<file path="config.mk">
export PLATFORM = sky130hd
export DESIGN_NAME = dbm_engine
export DESIGN_NICKNAME = d
export VERILOG_FILES = /design/src/dbm_engine.v
export VERILOG_INCLUDE_DIRS = /design/src
export SDC_FILE = /design/constraint.sdc
export NUM_CORES = 1
export LEC_CHECK = 0
export BUFFER_PORTS_ARGS = -buffer_cell sky130_fd_sc_hd__buf_2
export CORE_MARGIN = 2
export CORE_UTILIZATION = 24
export CTS_CLUSTER_DIAMETER = 200
export DETAILED_ROUTE_END_ITERATION = 10
export PLACE_DENSITY = 0.49
export SLEW_MARGIN = 40
export SYNTH_ARGS = -nofsm -noshare
export SYNTH_HDL_FRONTEND = slang
export SYNTH_SLANG_ARGS = --single-unit
</file>
<file path="constraint.sdc">
create_clock -name clk_i -period 4.7 [get_ports clk_i]
set_input_delay 0 -clock clk_i [delete_from_list [all_inputs] [get_ports clk_i]]
set_output_delay 0 -clock clk_i [all_outputs]
set_load 0.05 [all_outputs]
</file>
<file path="src/dbm_consts.vh">
`ifndef DBM_CONSTS_VH
`define DBM_CONSTS_VH
`define DBM_ADDR_W 5
`define DBM_CNT_INIT 3'h7
`define DBM_REG_D0H 5'h00
`define DBM_REG_D0L 5'h01
`define DBM_REG_D1H 5'h02
`define DBM_REG_D1L 5'h03
`define DBM_REG_CTRL0 5'h05
`define DBM_REG_CTRL1 5'h06
`define DBM_REG_POLY0 5'h08
`define DBM_REG_SEED0 5'h0a
`define DBM_REG_SSCTRL0 5'h0e
`define DBM_REG_SSCTRL1 5'h0f
`define DBM_REG_LEN0 5'h0c
`define DBM_REG_LEN1 5'h0d
`define DBM_FIFO_DEPTH 4
`define DBM_FRAME_GAP 8'h10
`endif

</file>
<file path="src/dbm_engine.v">
// Contract
// serial machine steps on rising serial clock edges; idle on reset or chip select high.
// entering serial idle clears write flag and loads bit counter with seven.
// first byte is command; its first bit is latched as write flag.
// register pointer loads from last five command bits.
// burst state holds until chip select high or reset.
// writes to control, crc or spread registers raise channel abort.
// writing low data byte pushes transmit queue after data is stored.
// any access to low data byte pops nonempty receive queue.
// receive push happens before transmit pop.
// bus machine steps on third-bit clock; reset, abort, disable force frame-gap wait.
// enabled with queued word drives frame low, waits three third-bit states.
// bit index loads data length plus crc length minus one before first bit.
// each bit low, data, high thirds; index decrements until last crc bit.
// one state for receive push, another for transmit pop, then frame-gap wait.
// frame-gap counter restarts at end of last crc bit.
// transmit queue holds four entries.
// data writes while transmit queue full are ignored with no push.
// host checks transmit room flag before writing another word.
// reset, abort, disable empty the transmit queue and clear pointers.
// push increments push pointer, clears empty, may reach full.
// pop increments pop pointer; last pop sets empty.
// receive queue holds four entries each with a crc error bit.
// push, pop and abort requests cross domains by synchronised handshakes; here all logic runs on one clock and requests are one-clock pulses.
`include "dbm_consts.vh"
module dbm_engine #(
    parameter DATA_W = 16,
    parameter DEPTH = `DBM_FIFO_DEPTH
) (
    input wire clk_i,
    input wire reset_i,
    input wire sclk_i,
    input wire cs_n_i,
    input wire mosi_i,
    input wire bitclk_i,
    input wire enable_i,
    input wire short_word_select_i,
    input wire [3:0] short_word_length_i,
    input wire [3:0] check_length_i,
    input wire resp_bit_i,
    input wire crc_error_i,
    output reg signal_drive_line_o,
    output reg frame_line_o,
    output reg transmit_room_flag_o,
    output reg transmit_empty_o,
    output reg receive_ready_o,
    output reg crc_flag_o,
    output reg [DATA_W-1:0] rx_word_o,
    output reg busy_o
);
    localparam SP_IDLE = 2'h0;
    localparam SP_CMD = 2'h1;
    localparam SP_BURST = 2'h2;
    localparam B_GAP = 3'h0;
    localparam B_START = 3'h1;
    localparam B_BIT = 3'h2;
    localparam B_RPUSH = 3'h3;
    localparam B_XPOP = 3'h4;

    // three-stage samplers for the six link and status pins; a level counts once the last two stages agree
    // both link clocks are oversampled here rather than clocking logic directly:
    // this trades top serial speed for a single clock tree and no crossing of words
    reg [2:0] sclk_s, cs_s, mosi_s, bclk_s, resp_s, crc_s;
    always @(posedge clk_i) begin
        sclk_s <= {sclk_s[1:0], sclk_i};
        cs_s <= {cs_s[1:0], cs_n_i};
        mosi_s <= {mosi_s[1:0], mosi_i};
        bclk_s <= {bclk_s[1:0], bitclk_i};
        resp_s <= {resp_s[1:0], resp_bit_i};
        crc_s <= {crc_s[1:0], crc_error_i};
    end

    reg sclk_q, cs_q, bclk_q, sclk_d, bclk_d, mosi_q, resp_q, crc_q;
    always @(posedge clk_i) begin
        if (sclk_s[1] == sclk_s[2]) sclk_q <= sclk_s[2];
        if (cs_s[1] == cs_s[2]) cs_q <= cs_s[2];
        if (bclk_s[1] == bclk_s[2]) bclk_q <= bclk_s[2];
        if (mosi_s[1] == mosi_s[2]) mosi_q <= mosi_s[2];
        // answer and check status come from the line receiver, not from this clock
        if (resp_s[1] == resp_s[2]) resp_q <= resp_s[2];
        if (crc_s[1] == crc_s[2]) crc_q <= crc_s[2];
        sclk_d <= sclk_q;
        bclk_d <= bclk_q;
    end

    // edges seen one clock after the settled level, so data is always older
    wire sclk_rise = sclk_q & ~sclk_d;
    wire bclk_rise = bclk_q & ~bclk_d;

    reg [1:0] sp_state;
    reg write_flag;
    reg [2:0] bit_cnt;
    reg [7:0] shreg;
    reg [4:0] reg_ptr;
    reg [7:0] hi_byte;
    reg [7:0] ctrl_reg;
    reg push_req, pop_req, abort_req;
    reg [DATA_W-1:0] tx_mem [0:DEPTH-1];
    reg [DATA_W:0] rx_mem [0:DEPTH-1];
    reg [1:0] tx_wp, tx_rp, rx_wp, rx_rp;
    reg tx_full, rx_full, rx_nonempty;
    wire [7:0] next_byte = {shreg[6:0], mosi_q};
    // single-channel engine: abort-raising registers of this channel
    function is_abort_reg;
        input [4:0] a;
        begin
            is_abort_reg = (a == `DBM_REG_CTRL0) ||
                (a == `DBM_REG_POLY0) ||
                (a == `DBM_REG_SEED0) ||
                (a == `DBM_REG_LEN0) ||
                (a == `DBM_REG_SSCTRL0);
        end
    endfunction

    // queue pointers wrap at four entries
    function [1:0] ptr_inc;
        input [1:0] p;
        begin
            ptr_inc = p + 2'h1;
        end
    endfunction

    always @(posedge clk_i) begin
        push_req <= 1'b0;
        pop_req <= 1'b0;
        abort_req <= 1'b0;
        if (reset_i || cs_q) begin
            sp_state <= SP_IDLE;
            write_flag <= 1'b0;
            bit_cnt <= `DBM_CNT_INIT;
            shreg <= 8'h00;
            reg_ptr <= 5'h00;
        end else if (sclk_rise) begin
            shreg <= next_byte;
            bit_cnt <= bit_cnt - 3'h1;
            case (sp_state)
                SP_IDLE: begin
                    write_flag <= mosi_q;
                    sp_state <= SP_CMD;
                end
                SP_CMD: begin
                    if (bit_cnt == 3'h0) begin
                        reg_ptr <= next_byte[4:0];
                        sp_state <= SP_BURST;
                    end
                end
                SP_BURST: begin
                    if (bit_cnt == 3'h0) begin
                        reg_ptr <= reg_ptr + 5'h01;
                        if (reg_ptr == `DBM_REG_D0L) begin
                            if (rx_nonempty) pop_req <= 1'b1;
                            if (write_flag && !tx_full) begin
                                tx_mem[tx_wp] <= {hi_byte, next_byte};
                                push_req <= 1'b1;
                            end
                        end
                        if (write_flag && reg_ptr == `DBM_REG_D0H) hi_byte <= next_byte;
                        if (write_flag && is_abort_reg(reg_ptr)) begin
                            abort_req <= 1'b1;
                            if (reg_ptr == `DBM_REG_CTRL0) ctrl_reg <= next_byte;
                        end
                    end
                end
                default: sp_state <= SP_IDLE;
            endcase
        end
    end

    // bus engine
    reg [2:0] b_state;
    reg [1:0] phase;
    reg [4:0] bit_index;
    reg [7:0] gap_cnt;
    reg [DATA_W-1:0] rx_shift;
    wire [DATA_W-1:0] cur_word = tx_mem[tx_rp];
    wire [4:0] data_len = short_word_select_i ? 5'h08 : {1'b0, short_word_length_i} + 5'h08;
    wire kill = reset_i || abort_req || !enable_i;
    wire tx_empty = (tx_wp == tx_rp) && !tx_full;
    reg bpush, bpop;
    always @(posedge clk_i) begin
        bpush <= 1'b0;
        bpop <= 1'b0;
        if (kill) begin
            b_state <= B_GAP;
            phase <= 2'h0;
            frame_line_o <= 1'b1;
            signal_drive_line_o <= 1'b1;
            gap_cnt <= 8'h00;
            bit_index <= 5'h00;
        end else if (bclk_rise) begin
            if (gap_cnt != `DBM_FRAME_GAP) gap_cnt <= gap_cnt + 8'h01;
            case (b_state)
                B_GAP: begin
                    if (gap_cnt == `DBM_FRAME_GAP && !tx_empty) begin
                        frame_line_o <= 1'b0;
                        b_state <= B_START;
                        phase <= 2'h0;
                    end
                end
                B_START: begin
                    phase <= phase + 2'h1;
                    if (phase == 2'h2) begin
                        bit_index <= data_len + {1'b0, check_length_i} - 5'h01;
                        phase <= 2'h0;
                        b_state <= B_BIT;
                    end
                end
                B_BIT: begin
                    case (phase)
                        2'h0: signal_drive_line_o <= 1'b0;
                        2'h1: signal_drive_line_o <= (bit_index < DATA_W) ?
                            cur_word[bit_index[3:0]] : 1'b0;
                        default: signal_drive_line_o <= 1'b1;
                    endcase
                    // answer taken at the end of the low third, where the remote has settled
                    if (phase == 2'h1) rx_shift <= {rx_shift[DATA_W-2:0], resp_q};
                    phase <= (phase == 2'h2) ? 2'h0 : phase + 2'h1;
                    if (phase == 2'h2) begin
                        if (bit_index == 5'h00) begin
                            gap_cnt <= 8'h00;
                            b_state <= B_RPUSH;
                        end else begin
                            bit_index <= bit_index - 5'h01;
                        end
                    end
                end
                B_RPUSH: begin
                    bpush <= 1'b1;
                    b_state <= B_XPOP;
                end
                B_XPOP: begin
                    bpop <= 1'b1;
                    frame_line_o <= 1'b1;
                    b_state <= B_GAP;
                end
                default: b_state <= B_GAP;
            endcase
        end
    end

    // queues: one clock here, requests already sampled into it // R23
    always @(posedge clk_i) begin
        if (kill) begin
            tx_wp <= 2'h0;
            tx_rp <= 2'h0;
            tx_full <= 1'b0;
            rx_wp <= 2'h0;
            rx_rp <= 2'h0;
            rx_full <= 1'b0;
            rx_nonempty <= 1'b0;
        end else begin
            if (push_req) tx_wp <= ptr_inc(tx_wp);
            if (bpop) tx_rp <= ptr_inc(tx_rp);
            // a push and a pop together leave the fill level unchanged
            if (push_req && !bpop && (ptr_inc(tx_wp) == tx_rp)) tx_full <= 1'b1;
            else if (bpop && !push_req) tx_full <= 1'b0;
            if (bpush) begin
                // check status stored beside its word so both leave together
                rx_mem[rx_wp] <= {crc_q, rx_shift};
                rx_wp <= ptr_inc(rx_wp);
            end
            if (pop_req) rx_rp <= ptr_inc(rx_rp);
            if (bpush && !pop_req) begin
                rx_nonempty <= 1'b1;
                if (ptr_inc(rx_wp) == rx_rp) rx_full <= 1'b1;
            end else if (pop_req && !bpush) begin
                rx_full <= 1'b0;
                if (ptr_inc(rx_rp) == rx_wp && !rx_full) rx_nonempty <= 1'b0;
            end
        end
    end

    always @(posedge clk_i) begin
        if (reset_i) begin
            transmit_room_flag_o <= 1'b1;
            transmit_empty_o <= 1'b1;
            receive_ready_o <= 1'b0;
            crc_flag_o <= 1'b0;
            rx_word_o <= {DATA_W{1'b0}};
            busy_o <= 1'b0;
        end else begin
            transmit_room_flag_o <= !tx_full;
            transmit_empty_o <= tx_empty;
            receive_ready_o <= rx_nonempty;
            crc_flag_o <= rx_nonempty & rx_mem[rx_rp][DATA_W];
            rx_word_o <= rx_mem[rx_rp][DATA_W-1:0];
            busy_o <= (b_state != B_GAP);
        end
    end
endmodule

</file>
==> results.py, run 1 <==
metrics = {
    "critical_path": {
        "critPathCaptureType": "flop",
        "required_ns": 4.87,
        "worstPathMaxFanout": 16,
        "crit_chain": "inv_1 -> ha_1 -> or4bb_1 -> nor2_1 -> nand3_1 -> nor3_2 -> and2_1",
        "arrival_ns": 3.04,
        "crit_slowest_cell": "and2_1",
        "cp-start-kind": "flop",
        "critPathMaxStageDelay_ns": 0.69,
        "critPathKind": "flop to flop",
    },
    "sta": {
        "setup-violations-final": 0,
        "finalSetupTns_ns": 0,
        "grt_setup_unrepaired": "no",
        "fmax_mhz": 347.9,
        "tightest_slew_ns": 0.7977,
        "layout_min_cycle_time_ns": 2.874,
        "fin_crit_sh": 0.6115,
        "slew_headroom": 0.4682,
        "hold_viol": 0,
        "setup_slack_ns": 1.826,
        "drv_slew": 0,
        "fin_skew_ns": 0.009278,
    },
    "clocking": {
        "numCtsBuffers": 29,
        "cts.path.max_buffers": 3,
        "tritoncts": "yes",
        "clk_latency_ns": 0.54,
        "clk_pin_slew_ns": 0.06,
        "cts.htree.levels": 1,
        "cts-root-buf": "clkbuf_16",
        "cts_sinks": 261,
    },
    "placement": {
        "place.port_buffers": 40,
        "hpwl_mm": 11.97,
        "dp_worst_setup_slack_ns": 1.735,
        "gp_congestion": 0.7833,
    },
    "logic_synthesis": {
        "synthesis.instances": 682,
        "yosysUniqueCellTypes": 53,
        "synth_mux_area_frac": 0.08482,
        "async_reset_ff_frac": 0,
        "synth_nets": 727,
        "yosys-top-cells-area": "edfxtp_1 49%, dfxtp_1 20%, mux4_2 6.1%",
        "yosysTopAreaCell": "edfxtp_1",
        "synth_edf_count": 162,
        "ys_warn_count": 0,
        "synth.top_cell.area_share": 0.4878,
        "synth_top_family_by_area": "simple AND/OR/NAND/NOR gates",
        "yosys_most_used_dff": "edfxtp_1",
        "synth_compound_area_frac": 0.05458,
        "synth-xor-area-share": 0.02371,
        "ys_ff_latch": 261,
        "syn_area_per_cell_sq_um": 14.62,
        "synthAdderAreaFrac": 0.03463,
        "synth_area_sq_um": 9972,
        "yosysSeqAreaShare": 0.6866,
        "synthSimpleGateAreaFrac": 0.09222,
    },
    "layout": {
        "fillers": 4115,
        "fin_nets": 783,
        "drive_gt1_frac": 0.1803,
        "finish.utilization": 0.2884,
        "area_growth_pct": 18.36,
    },
    "power_and_ir_drop": {
        "peakVddDrop_uv": 266.5,
        "power_switching_mw": 0.9725,
        "pwr-share-seq": 0.512,
        "p_comb_frac": 0.021,
        "power.internal_mw": 3.794,
        "p_leak_nw": 4.003,
        "p_sw_frac": 0.2040,
        "p_clk_frac": 0.466,
        "powerDensity_nw_per_um2": 403.9,
    },
    "grt": {
        "grt_max_degree": 27,
        "grt_pass1_vias": 5518,
        "grt_pass1_wl_mm": 30.37,
        "antenna_found_initial": 0,
        "overflow": 0,
        "grt.total_usage": 0.08747,
    },
    "min_path": {
        "hold_class": "input pin to flop",
    },
    "route": {
        "drc": 0,
        "wire_per_inst_um": 14.48,
        "wl_mm": 18.73,
        "drtAntennaViolNets": 0,
        "viasPerCell": 4.120,
        "drt_iter0_markers": 282,
        "num_vias": 5327,
        "drtPass1Iterations": 4,
    },
    "die": {
        "rows": 74,
        "die_y_um": 207.8,
        "die_area_sq_um": 43200,
        "design.core.area_sq_um": 40920,
        "io_pins": 41,
        "die_w_um": 207.8,
        "start_util": 0.2437,
    },
    "run_status": {
        "status": "completed",
    },
    "flow_run": {
        "max_cap_viol_count": 0,
    },
}
-- placed cells by master (no fill, tap or decap), types with 10 or more instances in the layout --
master / instances
mux4_2: 27
ha_1: 26
nand2b_1: 10
and2_1: 21
o21ai_0: 17
buf_2: 40
dfxtp_1: 97
edfxtp_1: 162
inv_1: 31
nand3_1: 14
a21oi_1: 37
nand2_1: 41
clkbuf_16: 29
nor3_1: 11
nor2_1: 43
xnor2_1: 20
-- sequential cells by signal, summed over array words and instances, names as in the netlist, 7 cells and up, named ones only --
| name | cells |
|---|---|
| gap_cnt | 8 |
| hi_byte | 8 |
| rx_mem | 68 |
| rx_shift | 16 |
| rx_word_o | 16 |
| shreg | 7 |
| tx_mem | 64 |
-- cell families after synthesis --
group                      after synthesis
DFF                                    261
muxes                                   41
and+or+nand+nor                        180
adders and majority gates               27
AOI/OAI and AO/OA                       87
xor gates and xnor gates                27
buffers and inverters                   59
-- synthesized netlist by cell type, drive strengths merged, types with 2 or more instances --
library cell  instances
edfxtp              162
dfxtp                99
nor2                 43
nand2                41
a21oi                37
mux4                 33
inv                  32
ha                   26
and2                 24
clkbuf               22
xnor2                20
o21ai                17
nand3                14
and3                 12
nor3                 12
nand2b               10
mux2i                 8
nor2b                 7
xor2                  7
a211oi                6
buf                   5
a21o                  4
nand4                 3
nor3b                 3
o2111ai               3
o221a                 3
o31ai                 3
a311oi                2
a31oi                 2
o21a                  2
o22ai                 2
or2                   2
or4                   2
-- cell type report --
| class | count | area [sq um] | area share |
|---|---|---|---|
| sequential | 261 | 6849 | 0.5803 |
| multi-input combinational | 362 | 2909 | 0.2465 |
| timing repair buffer | 52 | 310.3 | 0.02629 |
| clock inverter | 19 | 181.4 | 0.01537 |
| inverter | 32 | 120.1 | 0.01018 |
| antenna | 1 | 2.502 | 0.0002120 |
| clock buffer | 34 | 764.5 | 0.06477 |
| tap | 532 | 665.6 | 0.05640 |
-- worst max-delay path: cells and delay by family (launching register included) --
kind                     cells  cell delay (ns)
buffers and inverters        1             0.08
adder cells (fa/ha/maj)      1             0.18
flip-flops                   1             0.32
AND/OR/NAND/NOR              5             1.92
-- what timing repair did --
item                                   in CTS  in global routing
hold buffers                                8                  0
buffers inserted                            0                  0
endpoints found under the hold margin      16                  0
gates resized for setup                     0                  0
-- path summary, 6_finish.rpt --
| path | startpoint | cells past startpoint | to | slack, ns |
|---|---|---|---|---|
| max | bit_cnt[0] | 7 | tx_mem[0][8] | 1.83 |
| min reg2reg | cs_s[0] | 0 | cs_s[1] | 0.32 |
| max reg2reg | bit_cnt[0] | 7 | tx_mem[0][8] | 1.83 |
| min | resp_bit_i | 2 | resp_s[0] | 0.10 |
-- stage by stage --
| step | cells | area [sq um] | power, mW | hold slack (ns) |
|---|---|---|---|---|
| 2_1_floorplan | 682 | 9972 | 2.554 | 0.02772 |
| 3_3_place_gp | 1231 | 10760 | 2.587 | 0.1059 |
| 3_5_place_dp | 1231 | 10770 | 2.589 | 0.1053 |
| 4_1_cts | 1292 | 11790 | 4.856 | 0.06181 |
| 5_1_grt | 1292 | 11800 | 4.955 | 0.08924 |
| 6_report | 1293 | 11800 | 4.767 | 0.1006 |
-- power groups by stage --
stage / combinational [mW] / sequential (mW) / clock, mW
after floorplan: 0.0553 / 2.50 / 0
after global placement: 0.0977 / 2.49 / 0
after detailed placement: 0.0987 / 2.49 / 0
after CTS: 0.104 / 2.44 / 2.31
after global routing: 0.114 / 2.44 / 2.40
final: 0.102 / 2.44 / 2.22
-- per-layer routing --
metal  vias up  share of wire  track usage
met5         -              0            0
met4         0          0.021      0.03106
met3        22          0.037      0.01725
met2        64           0.47       0.1447
met1      2619           0.47       0.1139
li1       2622              -            -
(Power assumes the default switching activity.)
==> run 2, diff against run 1 <==
PLACE_DENSITY = 0.5   (was 0.49)
clock period = 2.3 ns   (was 4.7 ns; I/O delays follow)
==> run 2 against run 1 <==
Compared with the run above: clock skew rose by 0.011 ns; cell area is 2.2% higher; die area did not move; clock power grew 98%; critical path type unchanged; highest routed layer unchanged.
==> results.py, run 2 (synthesized netlist as in run 1, its figures left out) <==
metrics = {
    "run_status": {
        "status": "completed",
    },
    "sta": {
        "fin_skew_ns": 0.02023,
        "slew_headroom": 0.5915,
        "fin_crit_sh": 0.9535,
        "fmax_mhz": 456.0,
        "grt_setup_unrepaired": "yes",
        "setup_slack_ns": 0.1070,
        "hold_viol": 0,
        "tightest_slew_ns": 0.6120,
        "drv_slew": 0,
        "layout_min_cycle_time_ns": 2.193,
        "finalSetupTns_ns": 0,
        "setup-violations-final": 0,
    },
    "critical_path": {
        "critPathCaptureType": "flop",
        "required_ns": 2.55,
        "cp-start-kind": "flop",
        "crit_chain": "inv_1 -> ha_1 -> or4bb_4 -> nor2_2 -> nand3_2 -> nor3_4 -> and2_2 -> buf_12",
        "critPathMaxStageDelay_ns": 0.54,
        "r2r_slack_ns": 0.11,
        "crit_slowest_cell": "or4bb_4",
        "worstPathMaxFanout": 16,
        "critPathKind": "flop to flop",
        "arrival_ns": 2.45,
    },
    "layout": {
        "largest_reg_flops": 68,
        "top_regs": "rx_mem (68), tx_mem (64)",
        "final_cells": 1323,
        "top_register": "rx_mem",
        "drive_gt1_frac": 0.2061,
        "final_cell_mix": "162 x edfxtp_1, 99 x dfxtp_1, 42 x nor2_1",
        "finish.utilization": 0.2948,
        "antenna_cells": 0,
        "fin_nets": 813,
        "final_common_cell": "edfxtp_1",
        "area_growth_pct": 20.97,
    },
    "route": {
        "drtPass1Iterations": 5,
        "drc": 0,
        "num_vias": 5454,
        "wl_mm": 18.93,
        "drtAntennaViolNets": 0,
        "viasPerCell": 4.122,
        "wire_per_inst_um": 14.31,
        "drt_iter0_markers": 282,
    },
    "grt": {
        "grt.total_usage": 0.08837,
        "antenna_found_initial": 0,
        "grt_pass1_vias": 5495,
        "overflow": 0,
        "grt_pass1_wl_mm": 30.66,
        "grt_max_degree": 26,
    },
    "clocking": {
        "numCtsBuffers": 30,
        "clk_pin_slew_ns": 0.06,
        "cts_sinks": 261,
        "tritoncts": "yes",
        "clk_latency_ns": 0.56,
        "cts-root-buf": "clkbuf_16",
        "cts.htree.levels": 1,
        "cts.path.max_buffers": 3,
    },
    "power_and_ir_drop": {
        "p_leak_nw": 4.149,
        "peakVddDrop_uv": 553.4,
        "powerDensity_nw_per_um2": 795.9,
        "power.total_mw": 9.600,
    },
    "placement": {
        "hpwl_mm": 12.15,
        "gp_congestion": 0.7387,
        "dp_cells": 1259,
        "place.port_buffers": 40,
        "dp_worst_setup_slack_ns": 0.02328,
    },
    "die": {
        "die_y_um": 207.8,
        "die_w_um": 207.8,
        "io_pins": 41,
        "rows": 74,
        "die_area_sq_um": 43200,
        "start_util": 0.2437,
        "design.core.area_sq_um": 40920,
    },
    "min_path": {
        "hold_class": "input pin to flop",
    },
    "flow_run": {
        "max_cap_viol_count": 0,
    },
}
==> run 2: changes by cell type in the layout (fill, tap and decap cells not counted), sizes merged <==
cell | before | now
buf | 44 | 73
bufinv | 3 | 1
clkinv | 11 | 15
clkinvlp | 3 | 4
diode | 1 | 0
inv | 34 | 33
==> run 2: through the flow <==
| stage | hold WS [ns] | area (sq um) |
|---|---|---|
| after CTS | 0.02622 | 12040 |
| after global placement | 0.1077 | 11030 |
| final | 0.07034 | 12060 |
| after floorplan | 0.02772 | 9992 |
| after global routing | 0.04607 | 12060 |
| after detailed placement | 0.1067 | 11030 |
==> run 2: what timing repair did <==
item | CTS | global route
resized for setup | 0 | 4
setup endpoints to repair | 0 | 65
hold endpoints to repair | 17 | 0
hold buffers | 8 | 0
buffers inserted | 0 | 1
==> run 2: cell type report <==
cell class	instances	area [sq um]
clock inverter	21	157.7
multi-input combinational	362	2929
tap	532	665.6
sequential	261	6847
timing repair buffer	81	578.1
clock buffer	34	765.7
inverter	32	120.1
fill	4108	28860
==> run 2: power by group <==
group	switching [mW]	internal, mW	total, mW
logic	0.128	0.0853	0.213
clock network	1.89	2.51	4.40
registers	0.0245	4.96	4.99
total	2.04	7.56	9.60
==> run 2: critical path: cells and delay by family (launching register included) <==
family	cells	cell delay (ns)
adders and majority gates	1	0.16
DFF	1	0.31
and+or+nand+nor	5	1.18
buffers and inverters	2	0.24
==> run 2: final timing paths <==
kind,start,to,cells past startpoint
worst max register to register,bit_cnt[0],tx_mem[0][12],8
worst max-delay path,bit_cnt[0],tx_mem[0][12],8
worst min register to register,crc_s[0],crc_s[1],0
worst min-delay path,resp_bit_i,resp_s[0],2
==> run 2: per-layer routing <==
metal  part of all wire  global-route usage
met1               0.47              0.1178
met2               0.46              0.1410
met3              0.046             0.02012
met4              0.023             0.03130
met5                  0                   0
==> run 3, diff against run 2 <==
PLACE_DENSITY = default   (was 0.5)
PLACE_DENSITY_LB_ADDON = 0.2   (was default)
==> run 3 against run 2 <==
Compared with the run above: critical path depth unchanged; largest power group unchanged; sequential cell count stayed put; clock-buffer cell count fell by 2; die area unchanged; via count is 0.92% higher; critical endpoint is now tx_mem[1][14]; power grew 2.8%; maximum frequency increased by 0.65%; first-iteration DRC count rose by 2.5%; worst hold slack gained 0.043 ns; highest routed layer unchanged; combinational power up 6%; register-to-register slack barely moved.
==> results.py, run 3 (synthesized netlist as in run 1, its figures left out) <==
metrics = {
    "layout": {
        "top_regs": "rx_mem (68), tx_mem (64)",
        "largest_reg_flops": 68,
        "final_cell_mix": "162 x edfxtp_1, 97 x dfxtp_1, 42 x nor2_1",
        "top_register": "rx_mem",
        "final_area_sq_um": 12160,
        "area_growth_pct": 21.98,
        "final_common_cell": "edfxtp_1",
        "final_cells": 1321,
        "fin_nets": 813,
        "drive_gt1_frac": 0.2145,
    },
    "route": {
        "wl_mm": 19.58,
        "drtPass1Iterations": 6,
        "wire_per_inst_um": 14.82,
        "drtAntennaViolNets": 0,
        "drc": 0,
        "viasPerCell": 4.167,
        "drt_iter0_markers": 289,
        "num_vias": 5504,
    },
    "critical_path": {
        "path_buf_inv": 2,
        "required_ns": 2.54,
        "worstReg2RegStart": "bit_cnt[1]",
        "cp-start-kind": "flop",
        "crit_slowest_cell": "or4bb_4",
        "timing.rr.end": "tx_mem[1][14]",
        "path_depth": 8,
        "critPathMaxStageDelay_ns": 0.47,
        "worstPathMaxFanout": 8,
        "reg2regPathDepth": 8,
        "crit_end": "tx_mem[1][14]",
        "cpLargestDelayFamily": "simple AND/OR/NAND/NOR gates",
        "arrival_ns": 2.42,
        "cp-startpoint": "bit_cnt[1]",
        "r2r_slack_ns": 0.12,
        "critPathKind": "flop to flop",
        "critPathCaptureType": "flop",
        "crit_chain": "inv_2 -> ha_4 -> or4bb_4 -> nor2_4 -> nand3_4 -> nor3_4 -> and2_4 -> clkbuf_16",
    },
    "sta": {
        "grt_setup_unrepaired": "no",
        "layout_min_cycle_time_ns": 2.179,
        "hold_viol": 0,
        "whs_ns": 0.1129,
        "tightest_slew_ns": 0.5046,
        "setup_slack_ns": 0.1211,
        "slew_headroom": 0.6621,
        "fmax_mhz": 458.9,
        "fin_crit_sh": 0.9473,
        "finalSetupTns_ns": 0,
        "setup-violations-final": 0,
        "fin_skew_ns": 0.01136,
        "drv_slew": 0,
    },
    "run_status": {
        "status": "completed",
    },
    "grt": {
        "use_met1": 0.1179,
        "grt_util_met2": 0.1525,
        "grt.total_usage": 0.09090,
        "grt_busiest_layer": "met2",
        "grt_pass1_vias": 5619,
        "use_met3": 0.01785,
        "grt_pass1_wl_mm": 31.58,
        "grt_max_degree": 19,
        "antenna_found_initial": 1,
        "overflow": 0,
    },
    "die": {
        "die_y_um": 207.8,
        "rows": 74,
        "die_w_um": 207.8,
        "start_util": 0.2437,
        "design.core.area_sq_um": 40920,
        "io_pins": 41,
        "die_area_sq_um": 43200,
    },
    "placement": {
        "dpl-instance-area_sq_um": 11040,
        "dp_cells": 1259,
        "place.port_buffers": 40,
        "hpwl_mm": 12.64,
        "dp_worst_setup_slack_ns": -0.1008,
        "gp_congestion": 0.7234,
    },
    "power_and_ir_drop": {
        "p_sw_frac": 0.1966,
        "peakVddDrop_uv": 514.1,
        "power.internal_mw": 7.932,
        "pwr-share-seq": 0.505,
        "p_leak_nw": 4.183,
        "power_switching_mw": 1.941,
        "p_clk_frac": 0.472,
        "p_comb_frac": 0.023,
        "powerDensity_nw_per_um2": 811.6,
    },
    "clocking": {
        "numCtsBuffers": 27,
        "cts.htree.levels": 1,
        "cts-root-buf": "clkbuf_16",
        "cts_sinks": 261,
        "clk_pin_slew_ns": 0.06,
        "clk_latency_ns": 0.53,
        "cts.path.max_buffers": 3,
        "tritoncts": "yes",
    },
    "flow_run": {
        "max_cap_viol_count": 0,
    },
    "min_path": {
        "hold_class": "input pin to flop",
    },
}
==> run 3: cell count changes in the layout (fill, tap and decap cells not counted), moves of 4 or more <==
cell        change
clkinvlp_4      -4
bufinv_16       +5
and2_2          -4
and2_4          +4
==> run 3: worst reg2reg max path: stages, from the launching register on <==
cell and delay (ns):
dfxtp_2 0.32, inv_2 0.07, ha_4 0.13, or4bb_4 0.47
nor2_4 0.16, nand3_4 0.10, nor3_4 0.26, and2_4 0.23
clkbuf_16 0.16
==> run 3: how the worst min path moves through the flow <==
stage / startpoint / endpoint / slack (ns) / depth (start not counted)
global placement: sclk_i / sclk_s[0] / 0.11 / 1
CTS: mosi_i / mosi_s[0] / 0.08 / 2
detailed placement: sclk_i / sclk_s[0] / 0.10 / 1
global route: mosi_i / mosi_s[0] / 0.11 / 2
finish: mosi_i / mosi_s[0] / 0.11 / 2
floorplan: bitclk_i / bclk_s[0] / 0.03 / 0
==> run 3: per-stage QoR <==
step,utilization,power [mW]
5_1_grt,0.2972,10.26
3_5_place_dp,0.2697,5.306
4_1_cts,0.2952,10.06
6_report,0.2972,9.873
3_3_place_gp,0.2696,5.306
2_1_floorplan,-,5.220
==> run 3: area by class of cell <==
cell class	count	area, sq um
clock buffer	32	714.4
clock inverter	17	232.7
antenna	1	2.502
timing repair buffer	84	618.1
sequential	261	6849
fill	4127	28760
inverter	32	120.1
tap	532	665.6
multi-input combinational	362	2962
==> run 3: what timing repair did <==
| item | in CTS | in global routing |
|---|---|---|
| cloned | 0 | 1 |
| resized for setup | 2 | 14 |
| setup endpoints to repair | 64 | 64 |
| endpoints found under the hold margin | 11 | 0 |
| pin swaps | 1 | 5 |
| hold buffers | 8 | 0 |
| setup buffers | 1 | 2 |
==> run 3: per-layer routing <==
layer  wire [um]  part of all wire
met1        8818              0.45
met2        9615              0.49
met3         604             0.031
met4         539             0.028
met5           0                 0
==> run 3: power groups by stage <==
stage | Combinational, mW | Clock, mW | Sequential (mW)
final | 0.225 | 4.66 | 4.99
after global routing | 0.252 | 5.02 | 4.99
after CTS | 0.230 | 4.85 | 4.99
after detailed placement | 0.217 | 0 | 5.09
after global placement | 0.218 | 0 | 5.09
after floorplan | 0.113 | 0 | 5.11
